<file path="src/cpmc_defs.vh">
`ifndef CPMC_DEFS_VH
`define CPMC_DEFS_VH

// ************************************************************
// Register offsets
// ************************************************************
`define CPMC_ADDR_W         10
`define CPMC_OFS_PLL_CTRL   10'h010
`define CPMC_OFS_CAL_CTRL   10'h018
`define CPMC_OFS_REF_CTRL   10'h01C
`define CPMC_OFS_DIV_RATIO  10'h1E0
`define CPMC_OFS_SRC_ROUTE  10'h1E1
`define CPMC_OFS_XFER       10'h232

// ************************************************************
// Field positions
// ************************************************************
`define CPMC_PWR_MSB        1
`define CPMC_PWR_LSB        0
`define CPMC_POL_BIT        7
`define CPMC_CAL_BIT        0
`define CPMC_REF_MSB        2
`define CPMC_REF_LSB        0
`define CPMC_DIV_MSB        2
`define CPMC_DIV_LSB        0
`define CPMC_SRC_VCO_BIT    1
`define CPMC_BYP_BIT        0
`define CPMC_XFER_BIT       0

// ************************************************************
// Encodings and reset values
// ************************************************************
`define CPMC_PWR_NORMAL     2'h0
`define CPMC_PWR_DOWN       2'h1
`define CPMC_RST_PLL_CTRL   8'h01
`define CPMC_RST_CAL_CTRL   8'h00
`define CPMC_RST_REF_CTRL   8'h00
`define CPMC_RST_DIV_RATIO  8'h00
`define CPMC_RST_SRC_ROUTE  8'h00

// ************************************************************
// Timing
// ************************************************************
`define CPMC_CAL_PULSE_CYC  1

`endif

</file>
<file path="src/cpmc_div_ratio.v">
`timescale 1ns/100ps
`default_nettype none

// ************************************************************
// Divider encoding decode
// ************************************************************
module cpmc_div_ratio (
  // Encoded field
  input  wire [2:0] i_code,
  // Decoded ratio
  output reg  [2:0] o_ratio
);

  // Code 000 gives two; 001..101 give 1,3,4,5,6; rest fall to two
  always @* begin
    case (i_code)
      3'h0:    o_ratio = 3'h2;
      3'h1:    o_ratio = 3'h1;
      3'h2:    o_ratio = 3'h3;
      3'h3:    o_ratio = 3'h4;
      3'h4:    o_ratio = 3'h5;
      3'h5:    o_ratio = 3'h6;
      default: o_ratio = 3'h2;
    endcase
  end

endmodule

`default_nettype wire

</file>
<file path="src/cpmc_clock_path.v">
// Behaviour
// Power field 00 runs PLL normally; 01 powers it down asynchronously.
// Polarity bit 0 selects positive, 1 selects negative detector polarity.
// Source bit 1 selects on-chip VCO, 0 selects external clock input.
// Bypass bit 0 feeds distribution from divider; 1 routes around divider.
// Three-bit divider field gives ratio 1 to 6; code 000 means two.
// Reset leaves PLL off, external clock, divider in path, code 000.
// Calibration bit set then transfer strobe starts a VCO calibration.
// Recalibration needs bit cleared and strobed, then set and strobed.
// Software keeps channel divider input within its frequency limits.
// PLL on with external source powers off VCO, feeds prescaler directly.
// With external VCO, software sets power field to normal operation.
// Software enables a reference input whenever the PLL runs.
// Configuration can be saved to and restored from nonvolatile store.
// Writes stage in a shadow copy, becoming active on transfer strobe.
`include "cpmc_defs.vh"
`timescale 1ns/100ps
`default_nettype none

module cpmc_clock_path (
  // Clock, reset, enable
  input  wire                     i_core_clk,
  input  wire                     i_reset,
  input  wire                     i_clk_en,
  // Register port (from serial port logic, same clock)
  input  wire [`CPMC_ADDR_W-1:0]  i_addr,
  input  wire                     i_wr,
  input  wire [7:0]               i_wdata,
  output reg  [7:0]               o_rdata,
  // Nonvolatile store interface
  input  wire                     i_nv_save,
  input  wire                     i_nv_load,
  input  wire [39:0]              i_nv_rdata,
  output reg  [39:0]              o_nv_wdata,
  output reg                      o_nv_we,
  // Clock path controls
  output reg                      o_pll_on,
  output reg                      o_pll_async_pd,
  output reg                      o_pfd_neg,
  output reg                      o_src_vco,
  output reg                      o_div_bypass,
  output reg  [2:0]               o_div_ratio,
  output reg  [2:0]               o_ref_en,
  output reg                      o_vco_pd,
  output reg                      o_ext_to_prescaler,
  output reg                      o_cal_start,
  output reg                      o_cal_armed
);

  // ************************************************************
  // Staging and active register copies
  // ************************************************************
  reg  [7:0] stg_pll;
  reg  [7:0] stg_cal;
  reg  [7:0] stg_ref;
  reg  [7:0] stg_div;
  reg  [7:0] stg_src;
  reg  [7:0] act_pll;
  reg  [7:0] act_cal;
  reg  [7:0] act_ref;
  reg  [7:0] act_div;
  reg  [7:0] act_src;
  reg        cal_done_arm;
  wire       xfer;
  wire [2:0] dec_ratio;
  wire [1:0] act_pwr;

  assign xfer    = i_wr && (i_addr == `CPMC_OFS_XFER) && i_wdata[`CPMC_XFER_BIT];
  assign act_pwr = act_pll[`CPMC_PWR_MSB:`CPMC_PWR_LSB];

  // Staging writes; nonvolatile load restores the staging copy too
  always @(posedge i_core_clk) begin
    if (i_reset) begin
      stg_pll <= `CPMC_RST_PLL_CTRL;
      stg_cal <= `CPMC_RST_CAL_CTRL;
      stg_ref <= `CPMC_RST_REF_CTRL;
      stg_div <= `CPMC_RST_DIV_RATIO;
      stg_src <= `CPMC_RST_SRC_ROUTE;
    end else if (i_clk_en) begin
      if (i_nv_load) begin
        {stg_src, stg_div, stg_ref, stg_cal, stg_pll} <= i_nv_rdata;
      end else if (i_wr) begin
        case (i_addr)
          `CPMC_OFS_PLL_CTRL:  stg_pll <= i_wdata;
          `CPMC_OFS_CAL_CTRL:  stg_cal <= i_wdata;
          `CPMC_OFS_REF_CTRL:  stg_ref <= i_wdata;
          `CPMC_OFS_DIV_RATIO: stg_div <= i_wdata;
          `CPMC_OFS_SRC_ROUTE: stg_src <= i_wdata;
          default: begin
          end
        endcase
      end
    end
  end

  // Active copy follows staging on the strobe, or straight after a restore
  always @(posedge i_core_clk) begin
    if (i_reset) begin
      act_pll <= `CPMC_RST_PLL_CTRL;
      act_cal <= `CPMC_RST_CAL_CTRL;
      act_ref <= `CPMC_RST_REF_CTRL;
      act_div <= `CPMC_RST_DIV_RATIO;
      act_src <= `CPMC_RST_SRC_ROUTE;
    end else if (i_clk_en) begin
      if (i_nv_load) begin
        {act_src, act_div, act_ref, act_cal, act_pll} <= i_nv_rdata;
      end else if (xfer) begin
        act_pll <= stg_pll;
        act_cal <= stg_cal;
        act_ref <= stg_ref;
        act_div <= stg_div;
        act_src <= stg_src;
      end
    end
  end

  // Calibration fires only when the bit is active as 1 after having been 0.
  // The first calibration after reset is allowed because reset clears it.
  always @(posedge i_core_clk) begin
    if (i_reset) begin
      o_cal_start  <= 1'b0;
      cal_done_arm <= 1'b1;
    end else if (i_clk_en) begin
      o_cal_start <= 1'b0;
      if (xfer) begin
        if (stg_cal[`CPMC_CAL_BIT] && cal_done_arm) begin
          o_cal_start  <= 1'b1;
          cal_done_arm <= 1'b0;
        end else if (!stg_cal[`CPMC_CAL_BIT]) begin
          cal_done_arm <= 1'b1;
        end
      end
    end
  end

  cpmc_div_ratio u_div (
    .i_code  (act_div[`CPMC_DIV_MSB:`CPMC_DIV_LSB]),
    .o_ratio (dec_ratio)
  );

  // Registered clock path controls from the active copy; o_cal_armed follows cal_done_arm
  always @(posedge i_core_clk) begin
    if (i_reset) begin
      o_pll_on           <= 1'b0;
      o_pll_async_pd     <= 1'b1;
      o_pfd_neg          <= 1'b0;
      o_src_vco          <= 1'b0;
      o_div_bypass       <= 1'b0;
      o_div_ratio        <= 3'h2;
      o_ref_en           <= 3'h0;
      o_vco_pd           <= 1'b1;
      o_ext_to_prescaler <= 1'b0;
      o_cal_armed        <= 1'b1;
    end else if (i_clk_en) begin
      o_pll_on           <= (act_pwr == `CPMC_PWR_NORMAL);
      o_pll_async_pd     <= (act_pwr == `CPMC_PWR_DOWN);
      o_pfd_neg          <= act_pll[`CPMC_POL_BIT];
      o_src_vco          <= act_src[`CPMC_SRC_VCO_BIT];
      o_div_bypass       <= act_src[`CPMC_BYP_BIT];
      o_div_ratio        <= dec_ratio;
      o_ref_en           <= act_ref[`CPMC_REF_MSB:`CPMC_REF_LSB];
      // VCO only runs when the PLL runs with the VCO as source
      o_vco_pd           <= !((act_pwr == `CPMC_PWR_NORMAL) && act_src[`CPMC_SRC_VCO_BIT]);
      o_ext_to_prescaler <= (act_pwr == `CPMC_PWR_NORMAL) && !act_src[`CPMC_SRC_VCO_BIT];
      o_cal_armed        <= cal_done_arm;
    end
  end

  // Read data shows the staging copy; transfer register reads as zero
  always @(posedge i_core_clk) begin
    if (i_reset) begin
      o_rdata <= 8'h00;
    end else if (i_clk_en) begin
      case (i_addr)
        `CPMC_OFS_PLL_CTRL:  o_rdata <= stg_pll;
        `CPMC_OFS_CAL_CTRL:  o_rdata <= stg_cal;
        `CPMC_OFS_REF_CTRL:  o_rdata <= stg_ref;
        `CPMC_OFS_DIV_RATIO: o_rdata <= stg_div;
        `CPMC_OFS_SRC_ROUTE: o_rdata <= stg_src;
        default:             o_rdata <= 8'h00;
      endcase
    end
  end

  // Save snapshot of the active configuration for the store
  always @(posedge i_core_clk) begin
    if (i_reset) begin
      o_nv_wdata <= 40'h0000000000;
      o_nv_we    <= 1'b0;
    end else if (i_clk_en) begin
      o_nv_we <= i_nv_save;
      if (i_nv_save) begin
        o_nv_wdata <= {act_src, act_div, act_ref, act_cal, act_pll};
      end
    end
  end

endmodule

`default_nettype wire

</file>
<file path="config.mk">
export PLATFORM = sky130hd
export DESIGN_NAME = cpmc_clock_path
export DESIGN_NICKNAME = d
export VERILOG_FILES = /design/src/cpmc_div_ratio.v /design/src/cpmc_clock_path.v
export VERILOG_INCLUDE_DIRS = /design/src
export SDC_FILE = /design/constraint.sdc
export NUM_CORES = 1
export LEC_CHECK = 0
export ABC_AREA = 1
export BUFFER_PORTS_ARGS = -buffer_cell sky130_fd_sc_hd__buf_2
export CAP_MARGIN = 20
export CORE_ASPECT_RATIO = 0.5
export CORE_MARGIN = 10
export CORE_UTILIZATION = 30
export CTS_BUF_LIST = sky130_fd_sc_hd__clkbuf_4 sky130_fd_sc_hd__clkbuf_8 sky130_fd_sc_hd__clkbuf_16
export DETAILED_ROUTE_END_ITERATION = 6
export PLACE_DENSITY = 0.59
export SYNTH_ARGS = -nofsm -noshare
export SYNTH_HDL_FRONTEND = slang
export SYNTH_SLANG_ARGS = --single-unit
</file>
<file path="constraint.sdc">
create_clock -name i_core_clk -period 3.3 [get_ports i_core_clk]
set_input_delay 0.66 -clock i_core_clk [delete_from_list [all_inputs] [get_ports i_core_clk]]
set_output_delay 0.66 -clock i_core_clk [all_outputs]
set_load 0.01 [all_outputs]
</file>
==> summary.md, run 1 <==
| Metric | Value |
|---|---|
| Final net count | `around 1,100` |
| P per Cell Area | `563.9 mW/mm2` |
| Setup violators final | `0` |
| Root buf cell | `clkbuf_16` |
| Vias per cell | `~4.8` |
| Starting Density | `a little over 30%` |
| Tmin final | `1926 ps` |
| Fin util | `37.04%` |
| Final hold violations | `0` |
| Register with the most flip-flops | `o_nv_wdata` |
| Initial antenna violation count | `0` |
| CP Launch Type | `input pin` |
| Crit path DAT | `2240 ps` |
| Die area | `0.02864 mm2` |
| CTS tree | `built` |
| DRT Pass-1 Iters | `5` |
| Asr flop ratio synth | `0%` |
| Top cells by area, synth | `dfxtp_1 (44%), nand2_1 (11%), nor2_1 (10%)` |
| Global-route wire length before repair | `approximately 35,000 um` |
| N_diodes | `0` |
| Worst vdd ir | `0.0002571 V` |
| Chip height | `124.8 um` |
| MaxCap Viol Count | `0` |
| Syn_nets | `1,002` |
| Critical Path Sink Type | `register` |
| Req. time, crit path | `3610 ps` |
| Die Wd | `229.5 um` |
| Yosys warns | `0` |
| Post-DR wirelength/cell | `17.00 um` |
| # DRC | `0` |
| Setup_tns | `0 ps` |
| WS Path Type | `input pin to register` |
| Vias in the first global route | `6,021` |
| Mapped Area | `0.006586 mm2` |
| Max FO, Critical Path | `54` |
| Clock Skews | `7.054 ps` |
| Top cell type's share of synthesized area | `44.07%` |
| Min-Delay Path Class | `register to register` |
| Ys flop type | `dfxtp_1` |
| Total global-route track usage | `approximately 16%` |
| Worst skew pair latency | `420 ps` |
| PortBufs | `127` |
| Hold-fix buffers, CTS | `0` |
| Least-Margin Pin Slew | `about 900 ps` |
| Outcome | `finished clean` |
| Worst rel slew slack | `40.17%` |
| Worst-path clk slew | `60 ps` |
| Most frequent cells in the layout | `nand2_1 (187), nor2_1 (180), dfxtp_1 (145)` |
| Core footprint | `0.02163 mm2` |
| Post-synth EDFFs | `0` |
| Post-route ant nets | `0` |
| Largest net degree at the start of global routing | `55` |
| Post-cts resize count | `0` |
| Flops & latches, synth | `145` |
| Sequential area share after synthesis | `44.07%` |
| RSZ-0062 raised after global routing | `no` |
| # IOs | `128` |
| Average footprint of a synthesized cell | `roughly 7 um2` |
| DP Worst Slack | `922.1 ps` |
| Placer Congestion | `0.9511` |
| Max Slew Vio Count | `0` |
| FMAX | `around 0.52 GHz` |
| Ratio of cells with drive above 1 in the final layout | `19.75%` |
| H-tree levels | `4` |
| Max Root-Sink Buffers | `2` |
| Vias | `between 6,000 and 7,000` |
| Core Rows | `38` |
| Final worst slack | `~1400 ps` |
| Commonest non-fill, non-tap cell in the layout | `nand2_1` |
| Setup bufs post-CTS | `0` |
| Syn Inst Count | `937` |
| CTS Sinks | `around 150` |
| Distinct cell type count after synthesis | `34` |
| Leak | `3.647 nW` |
| Overflow after GRT | `0` |
| Layout Area Growth over Synthesis | `21.66%` |
| Hpwl dp | `between 15,000 and 20,000 um` |
| Tcrit/Tclk final | `58.35%` |
| Max reg flops | `40` |
| DRT Wirelength | `23,010 um` |
| Dominant cell type by area after synthesis | `dfxtp_1` |
| Starting DRT DRC Count | `691` |
| CTS Buf Count | `17` |
## metal layers
layer	GRT usage (%)	vias to the layer above	part of all wire, %
met3	5.002	19	8.0
li1	-	3271	-
met4	4.297	0	1.7
met5	0	-	0
met1	22.10	2949	48
met2	22.30	201	42
## per-stage QoR
| stage | area [um2] | hold slack, ps | instances | power, mW |
|---|---|---|---|---|
| floorplan | 6586 | 444.9 | 937 | 2.253 |
| global placement | 7382 | 443.6 | 1321 | 2.456 |
| detailed placement | 7382 | 455.3 | 1321 | 2.462 |
| CTS | 8013 | 465.8 | 1353 | 4.535 |
| global route | 8013 | 491.5 | 1353 | 4.694 |
| finish | 8013 | 465.0 | 1353 | 4.518 |
## Yosys cell counts, drive strengths merged (2+ instances only)
master  instances
a211oi          2
a21oi          61
buf            27
clkbuf         27
dfxtp         145
inv            54
nand2         197
nand3          84
nand4          16
nor2          194
o21ai         124
## path summary, 6_finish.rpt
kind	startpoint	endpoint	slack (ps)	cells after the start
setup / recovery	i_clk_en	act_pll[3]	1370	6
hold / removal	o_src_vco	o_src_vco	470	2
setup reg to reg	act_div[1]	o_div_ratio[0]	2120	5
hold reg to reg	o_src_vco	o_src_vco	470	2
## critical path, stage by stage
cell     delay, ps
buf_2          350
nand2_4        470
nand2_8        450
nand3_1        130
nand2_1         90
nor2_1          40
## logic make-up (layout without fill, tap and decap cells)
logic type,count (synthesis),in the layout,share of synthesized area (%)
fa+ha+maj,1,1,0.1899
compound gates,191,191,14.80
buf+inv,109,225,7.769
flops,145,145,44.07
simple gates,491,491,33.17
## cell type report
class / instances / area [um2]
fill: 2312 / 13620
multi-input combinational: 683 / 3172
sequential: 145 / 2903
timing repair buffer: 138 / 718.2
clock buffer: 17 / 425.4
tap: 300 / 375.4
inverter: 55 / 214.0
clock inverter: 15 / 205.2
## where the power goes
| part | leakage, nW | switching [mW] | internal, mW |
|---|---|---|---|
| logic | 2.15 | 0.344 | 0.167 |
| clock network | 0.306 | 0.816 | 1.28 |
| registers | 1.19 | 0.0686 | 1.85 |
| total | 3.65 | 1.23 | 3.29 |
Note: power is estimated with default switching activity, not from simulation.
==> inputs of run 2 (changes only) <==
ABC_AREA = 0   (was 1)
clock period = 1.81 ns   (was 3.3 ns; I/O delays follow)
==> summary.md, run 2 <==
| Metric | Value |
|---|---|
| Outcome | `finished clean` |
| CTS Buf Count | `17 (unchanged)` |
| P per Cell Area | `990.2 mW/mm2 (+76%)` |
| DP Worst Slack | `-337.9 ps (-1260 ps)` |
| Syn_nets | `784 (-22%)` |
| Post-synth EDFFs | `0 (unchanged)` |
| Largest family of logic cells by synthesized area | `simple AND/OR/NAND/NOR gates` |
| Post-Synth XOR/XNOR Area | `0.1430% (+0.14 points)` |
| WS Path Type | `input pin to register` |
| Tcrit/Tclk final | `a little over nine tenths` |
| Post-Synth Adder-Cell Area | `0.2042% (+0.014 points)` |
| Min-Delay Path Class | `input pin to register` |
| Max Slew Vio Count | `0 (unchanged)` |
| Distinct cell type count after synthesis | `44 (+29%)` |
| Initial antenna violation count | `6 (+6)` |
| Placer Congestion | `0.8294 (-13%)` |
| Post-route ant nets | `0 (unchanged)` |
| Register with the most flip-flops | `o_nv_wdata` |
| Hold-fix buffers, CTS | `0 (unchanged)` |
| Final hold violations | `0 (unchanged)` |
| Clock Skews | `11.16 ps (+4.101 ps)` |
| Dominant cell type by area after synthesis | `dfxtp_1` |
| Worst vdd ir | `0.0005981 V (+130%)` |
| CP Launch Type | `input pin` |
| Worst skew pair latency | `420 ps (about the same)` |
| MaxCap Viol Count | `0 (unchanged)` |
| Vias in the first global route | `5,616 (-6.7%)` |
| Ys flop type | `dfxtp_1` |
| Die area | `0.02688 mm2 (-6.1%)` |
| Tmin final | `1774 ps` |
| Core Rows | `36 (-5.3%)` |
| Setup violators final | `0 (unchanged)` |
| Starting Density | `30.98% (+0.53 points)` |
| Die Wd | `222.1 um (-3.2%)` |
| Vias | `5,615 (-13%)` |
| Commonest non-fill, non-tap cell in the layout | `dfxtp_1` |
| # DRC | `0 (unchanged)` |
| H-tree levels | `4 (unchanged)` |
| Setup bufs post-CTS | `0 (unchanged)` |
| Asr flop ratio synth | `0% (unchanged)` |
| Simple-gate share of the synthesized area | `22.92% (-10 points)` |
| Yosys warns | `0 (unchanged)` |
| Vias per cell | `5.009 (+5.2%)` |
| Overflow after GRT | `0 (unchanged)` |
| Max FO, Critical Path | `10 (-81%)` |
| Worst rel slew slack | `65.14% (+25 points)` |
| DRT Pass-1 Iters | `7 (+2)` |
| Syn Inst Count | `719 (-23%)` |
| Leak | `3.152 nW (-14%)` |
| RSZ-0062 raised after global routing | `yes` |
| Least-Margin Pin Slew | `522.9 ps (-373.5 ps)` |
| Mux share of post-synthesis cell area | `3.636% (+3.6 points)` |
| Compound-Gate Fraction of Synth Area | `21.24% (+6.4 points)` |
| DRT Wirelength | `20,210 um (-12%)` |
| Layout Area Growth over Synthesis | `27.82%` |
| Worst-path clk slew | `70 ps (about the same)` |
| Post-DR wirelength/cell | `18.02 um (+6.0%)` |
| Crit path DAT | `2080 ps (-160 ps)` |
| Synth top cells by count | `dfxtp_1 (145), nand2_1 (133), nor2_1 (87), a311oi_1 (78), a21oi_1 (55)` |
| # IOs | `128 (unchanged)` |
| Most instantiated library cell after synthesis | `dfxtp_1` |
| Average footprint of a synthesized cell | `8.520 um2 (+21%)` |
| Global-route wire length before repair | `31,670 um (-10%)` |
| Largest net degree at the start of global routing | `57 (+3.6%)` |
| Chip height | `121.0 um (-3.0%)` |
| CTS tree | `built` |
| Mapped Area | `0.006126 mm2 (-7.0%)` |
| Post-cts resize count | `0 (unchanged)` |
| Total global-route track usage | `14.75% (-0.95 points)` |
| PortBufs | `127 (unchanged)` |
| Ratio of cells with drive above 1 in the final layout | `25.70% (+6.0 points)` |
| Max Root-Sink Buffers | `2 (unchanged)` |
| Max reg flops | `40 (unchanged)` |
| Req. time, crit path | `2120 ps (-1490 ps)` |
| FMAX | `0.5638 GHz` |
| Fin util | `39.60% (+2.6 points)` |
| Final hold slack | `245.5 ps (-219.5 ps)` |
| Final worst slack | `36.43 ps (-1338 ps)` |
| Core footprint | `0.01977 mm2 (-8.6%)` |
| Sequential area share after synthesis | `47.39% (+3.3 points)` |
| Top cells by area, synth | `dfxtp_1 (47%), a311oi_1 (11%), nand2_1 (8.1%)` |
| Flops & latches, synth | `145 (unchanged)` |
| Final net count | `904 (-18%)` |
| Most frequent cells in the layout | `dfxtp_1 (145), nand2_1 (133), buf_2 (126)` |
| Critical Path Sink Type | `register` |
| CTS Sinks | `145 (unchanged)` |
| Top cell type's share of synthesized area | `47.39% (+3.3 points)` |
| Starting DRT DRC Count | `477 (-31%)` |
| Root buf cell | `clkbuf_16` |
| Hpwl dp | `14,610 um (-16%)` |
-- run 2: logic make-up (layout without fill, tap and decap cells) --
logic type               count (synthesis)  after routing
adder cells (fa/ha/maj)                  1              1
AO/OA/AOI/OAI                          167            167
other                                    0              3
buffers and inverters                   70            203
flip-flops                             145            145
multiplexers                            21             21
AND/OR/NAND/NOR                        314            314
XOR/XNOR                                 1              1
-- run 2: path summary, 6_finish.rpt --
check,end,from,slack (ps),cells after the start
worst max-delay path,act_pll[7],i_addr[7],40,7
worst max register to register,o_div_ratio[0],act_div[1],310,5
worst min-delay path,act_cal[6],i_nv_rdata[14],250,3
worst min register to register,o_rdata[7],o_rdata[7],440,2
-- run 2: per-layer routing --
| metal | up-vias | share of wire, % | track usage (%) |
|---|---|---|---|
| li1 | 2802 | - | - |
| met2 | 96 | 49 | 25.39 |
| met4 | 6 | 0.61 | 3.802 |
| met3 | 14 | 4.9 | 3.583 |
| met1 | 2697 | 45 | 18.17 |
| met5 | - | 0.21 | 0 |
-- run 2: area by class of cell --
| type | instances | area, um2 |
|---|---|---|
| Fill cell | 1978 | 11940 |
| Multi-Input combinational cell | 504 | 2963 |
| Sequential cell | 145 | 2903 |
| Timing Repair Buffer | 166 | 1044 |
| Clock buffer | 21 | 455.4 |
| Tap cell | 266 | 332.8 |
| Clock inverter | 11 | 106.4 |
| Inverter | 5 | 18.77 |
| Antenna cell | 3 | 7.507 |
-- run 2: stage by stage --
| stage | instance area [um2] | std cells | power (mW) | setup TNS (ps) |
|---|---|---|---|---|
| floorplan | 6213 | 719 | 4.061 | -4471 |
| global placement | 7261 | 1086 | 4.415 | -15820 |
| detailed placement | 7261 | 1086 | 4.433 | -18430 |
| CTS | 7823 | 1118 | 7.801 | 0 |
| global route | 7828 | 1120 | 8.038 | -29.70 |
| finish | 7830 | 1121 | 7.753 | 0 |
-- run 2: critical path, cell delays in order --
cell and delay, ps:
buf_2 100, or4b_4 630, o41ai_4 260, buf_4 230, buf_4 190, nor2_1 50, a311oi_1 240
-- run 2: report_power, final --
| group | total, mW | internal, mW | switching, mW |
|---|---|---|---|
| clock | 3.39 | 1.96 | 1.43 |
| sequential | 3.48 | 3.35 | 0.122 |
| combinational | 0.886 | 0.376 | 0.510 |
==> inputs of run 3 (changes only) <==
CELL_PAD_IN_SITES_DETAIL_PLACEMENT = 1   (was not set)
CELL_PAD_IN_SITES_GLOBAL_PLACEMENT = 2   (was not set)
CORE_ASPECT_RATIO = 0.75   (was 0.5)
PLACE_DENSITY = 0.85   (was 0.59)
==> summary.md, run 3 (same netlist as run 2, synthesis figures left out) <==
| Metric | Value |
|---|---|
| Vias per cell | `5.069 (+1.2%)` |
| Max reg flops | `40 (unchanged)` |
| R2R cell count | `4 (-1)` |
| # DRC | `0 (unchanged)` |
| # IOs | `128 (unchanged)` |
| Critical Path Sink Type | `register` |
| Largest net degree at the start of global routing | `61 (+7.0%)` |
| Hold-fix buffers, CTS | `0 (unchanged)` |
| Tcrit/Tclk final | `92.48% (-5.5 points)` |
| Vias | `5,601 (-0.25%)` |
| Post-cts resize count | `0 (unchanged)` |
| Starting Density | `30.39% (-0.59 points)` |
| R2r setup slk | `240 ps (-70 ps)` |
| Leak | `3.184 nW (+1.0%)` |
| Design Power | `7.890 mW (+1.8%)` |
| Clock Skews | `9.407 ps (-1.748 ps)` |
| P per Cell Area | `1001 mW/mm2 (+1.1%)` |
| Worst rel slew slack | `68.98% (+3.8 points)` |
| Commonest non-fill, non-tap cell in the layout | `dfxtp_1` |
| Hpwl dp | `16,070 um (+10%)` |
| Max Root-Sink Buffers | `2 (unchanged)` |
| Max Slew Vio Count | `0 (unchanged)` |
| Layout Area Growth over Synthesis | `28.68%` |
| DRT Wirelength | `21,640 um (+7.1%)` |
| Final net count | `902 (-0.22%)` |
| Least-Margin Pin Slew | `459.5 ps (-63.42 ps)` |
| Core footprint | `0.02016 mm2 (+1.9%)` |
| RSZ-0062 raised after global routing | `no` |
| FMAX | `0.5974 GHz (+6.0%)` |
| Placer Congestion | `0.8330 (+0.43%)` |
| R2r endpoint | `o_div_ratio[0]` |
| Vias in the first global route | `5,682 (+1.2%)` |
| Die Wd | `185.0 um (-17%)` |
| MaxCap Viol Count | `0 (unchanged)` |
| Max FO, Critical Path | `60 (+50)` |
| CTS tree | `built` |
| Starting DRT DRC Count | `458 (-4.0%)` |
| Crit path DAT | `1990 ps (-90 ps)` |
| H-tree levels | `4 (unchanged)` |
| Worst skew pair latency | `430 ps (about the same)` |
| Final cell count without fillers | `1,105 (-1.4%)` |
| Chip height | `143.8 um (+19%)` |
| Worst vdd ir | `0.0007218 V (+21%)` |
| Overflow after GRT | `0 (unchanged)` |
| Req. time, crit path | `2130 ps (about the same)` |
| Tmin final | `1674 ps (-99.62 ps)` |
| Total global-route track usage | `16.31% (+1.6 points)` |
| CTS Buf Count | `17 (unchanged)` |
| Fin util | `39.11% (-0.49 points)` |
| Most frequent cells in the layout | `dfxtp_1 (145), nand2_1 (133), buf_2 (126)` |
| Post-route ant nets | `0 (unchanged)` |
| Setup violators final | `0 (unchanged)` |
| Outcome | `finished clean` |
| Core Rows | `45 (+25%)` |
| Register with the most flip-flops | `o_nv_wdata` |
| N_diodes | `0 (-3)` |
| DRT Pass-1 Iters | `4 (-3)` |
| PortBufs | `127 (unchanged)` |
| Setup bufs post-CTS | `0 (unchanged)` |
| CP endpoint | `act_src[6]` |
| Die area | `0.02659 mm2 (-1.1%)` |
| Final hold slack | `246.1 ps (+0.5880 ps)` |
| Placed cells | `1,076 (-0.92%)` |
| Worst-path clk slew | `60 ps (about the same)` |
| CP Launch Type | `input pin` |
| Initial antenna violation count | `0 (-6)` |
| WS Path Type | `input pin to register` |
| Ratio of cells with drive above 1 in the final layout | `25.27% (-0.44 points)` |
| RR Startpoint | `act_div[2]` |
| Final hold violations | `0 (unchanged)` |
| Min-Delay Path Class | `input pin to register` |
| CTS Sinks | `145 (unchanged)` |
| Worst Setup SP | `i_addr[7]` |
| Post-DR wirelength/cell | `19.59 um (+8.7%)` |
| Global-route wire length before repair | `33,140 um (+4.6%)` |
| Root buf cell | `clkbuf_16` |
## run 3: worst max-delay path: stages
cell and delay (ps):
buf_2 100, or4b_4 580, o41ai_4 320, buf_12 300, nor2_1 70, a311oi_1 230
## run 3: worst min-delay path by stage
stage / from / endpoint / slack [ps] / cells after the start
floorplan: act_cal[2] / o_nv_wdata[10] / 430 / 2
global placement: o_nv_wdata[12] / o_nv_wdata[12] / 440 / 2
detailed placement: o_nv_wdata[20] / o_nv_wdata[20] / 450 / 2
CTS: i_nv_rdata[26] / act_div[2] / 240 / 3
global route: i_nv_rdata[6] / act_pll[6] / 250 / 3
finish: i_nv_rdata[5] / act_pll[5] / 250 / 3
## run 3: cell type report
class	count	area, um2
Clock inverter	6	82.58
Timing Repair Buffer	164	1104
Clock buffer	23	489.2
Inverter	5	18.77
Multi-Input combinational cell	504	2963
Fill cell	2405	12270
Tap cell	258	322.8
Sequential cell	145	2903
## run 3: per-layer routing
layer / GRT usage (%) / routed length, um / part of all wire (%)
met1: 23.29 / 10890 / 50
met2: 23.34 / 9126 / 42
met3: 4.263 / 1426 / 6.6
met4: 4.608 / 204 / 0.94
met5: 0 / 0 / 0
## run 3: report_power, final
group | internal [mW] | leakage, nW | switching, mW
combinational | 0.388 | 1.71 | 0.529
clock | 2.15 | 0.285 | 1.33
sequential | 3.35 | 1.19 | 0.132
total | 5.90 | 3.18 | 1.99
## run 3: metrics by stage
step	instance area, um2	TNS [ps]	worst slack (ps)
global route	7883	0	35.09
global placement	7311	-13640	-222.0
CTS	7883	0	143.5
finish	7883	0	136.1
detailed placement	7311	-16350	-274.8
floorplan	6213	-4471	-108.0
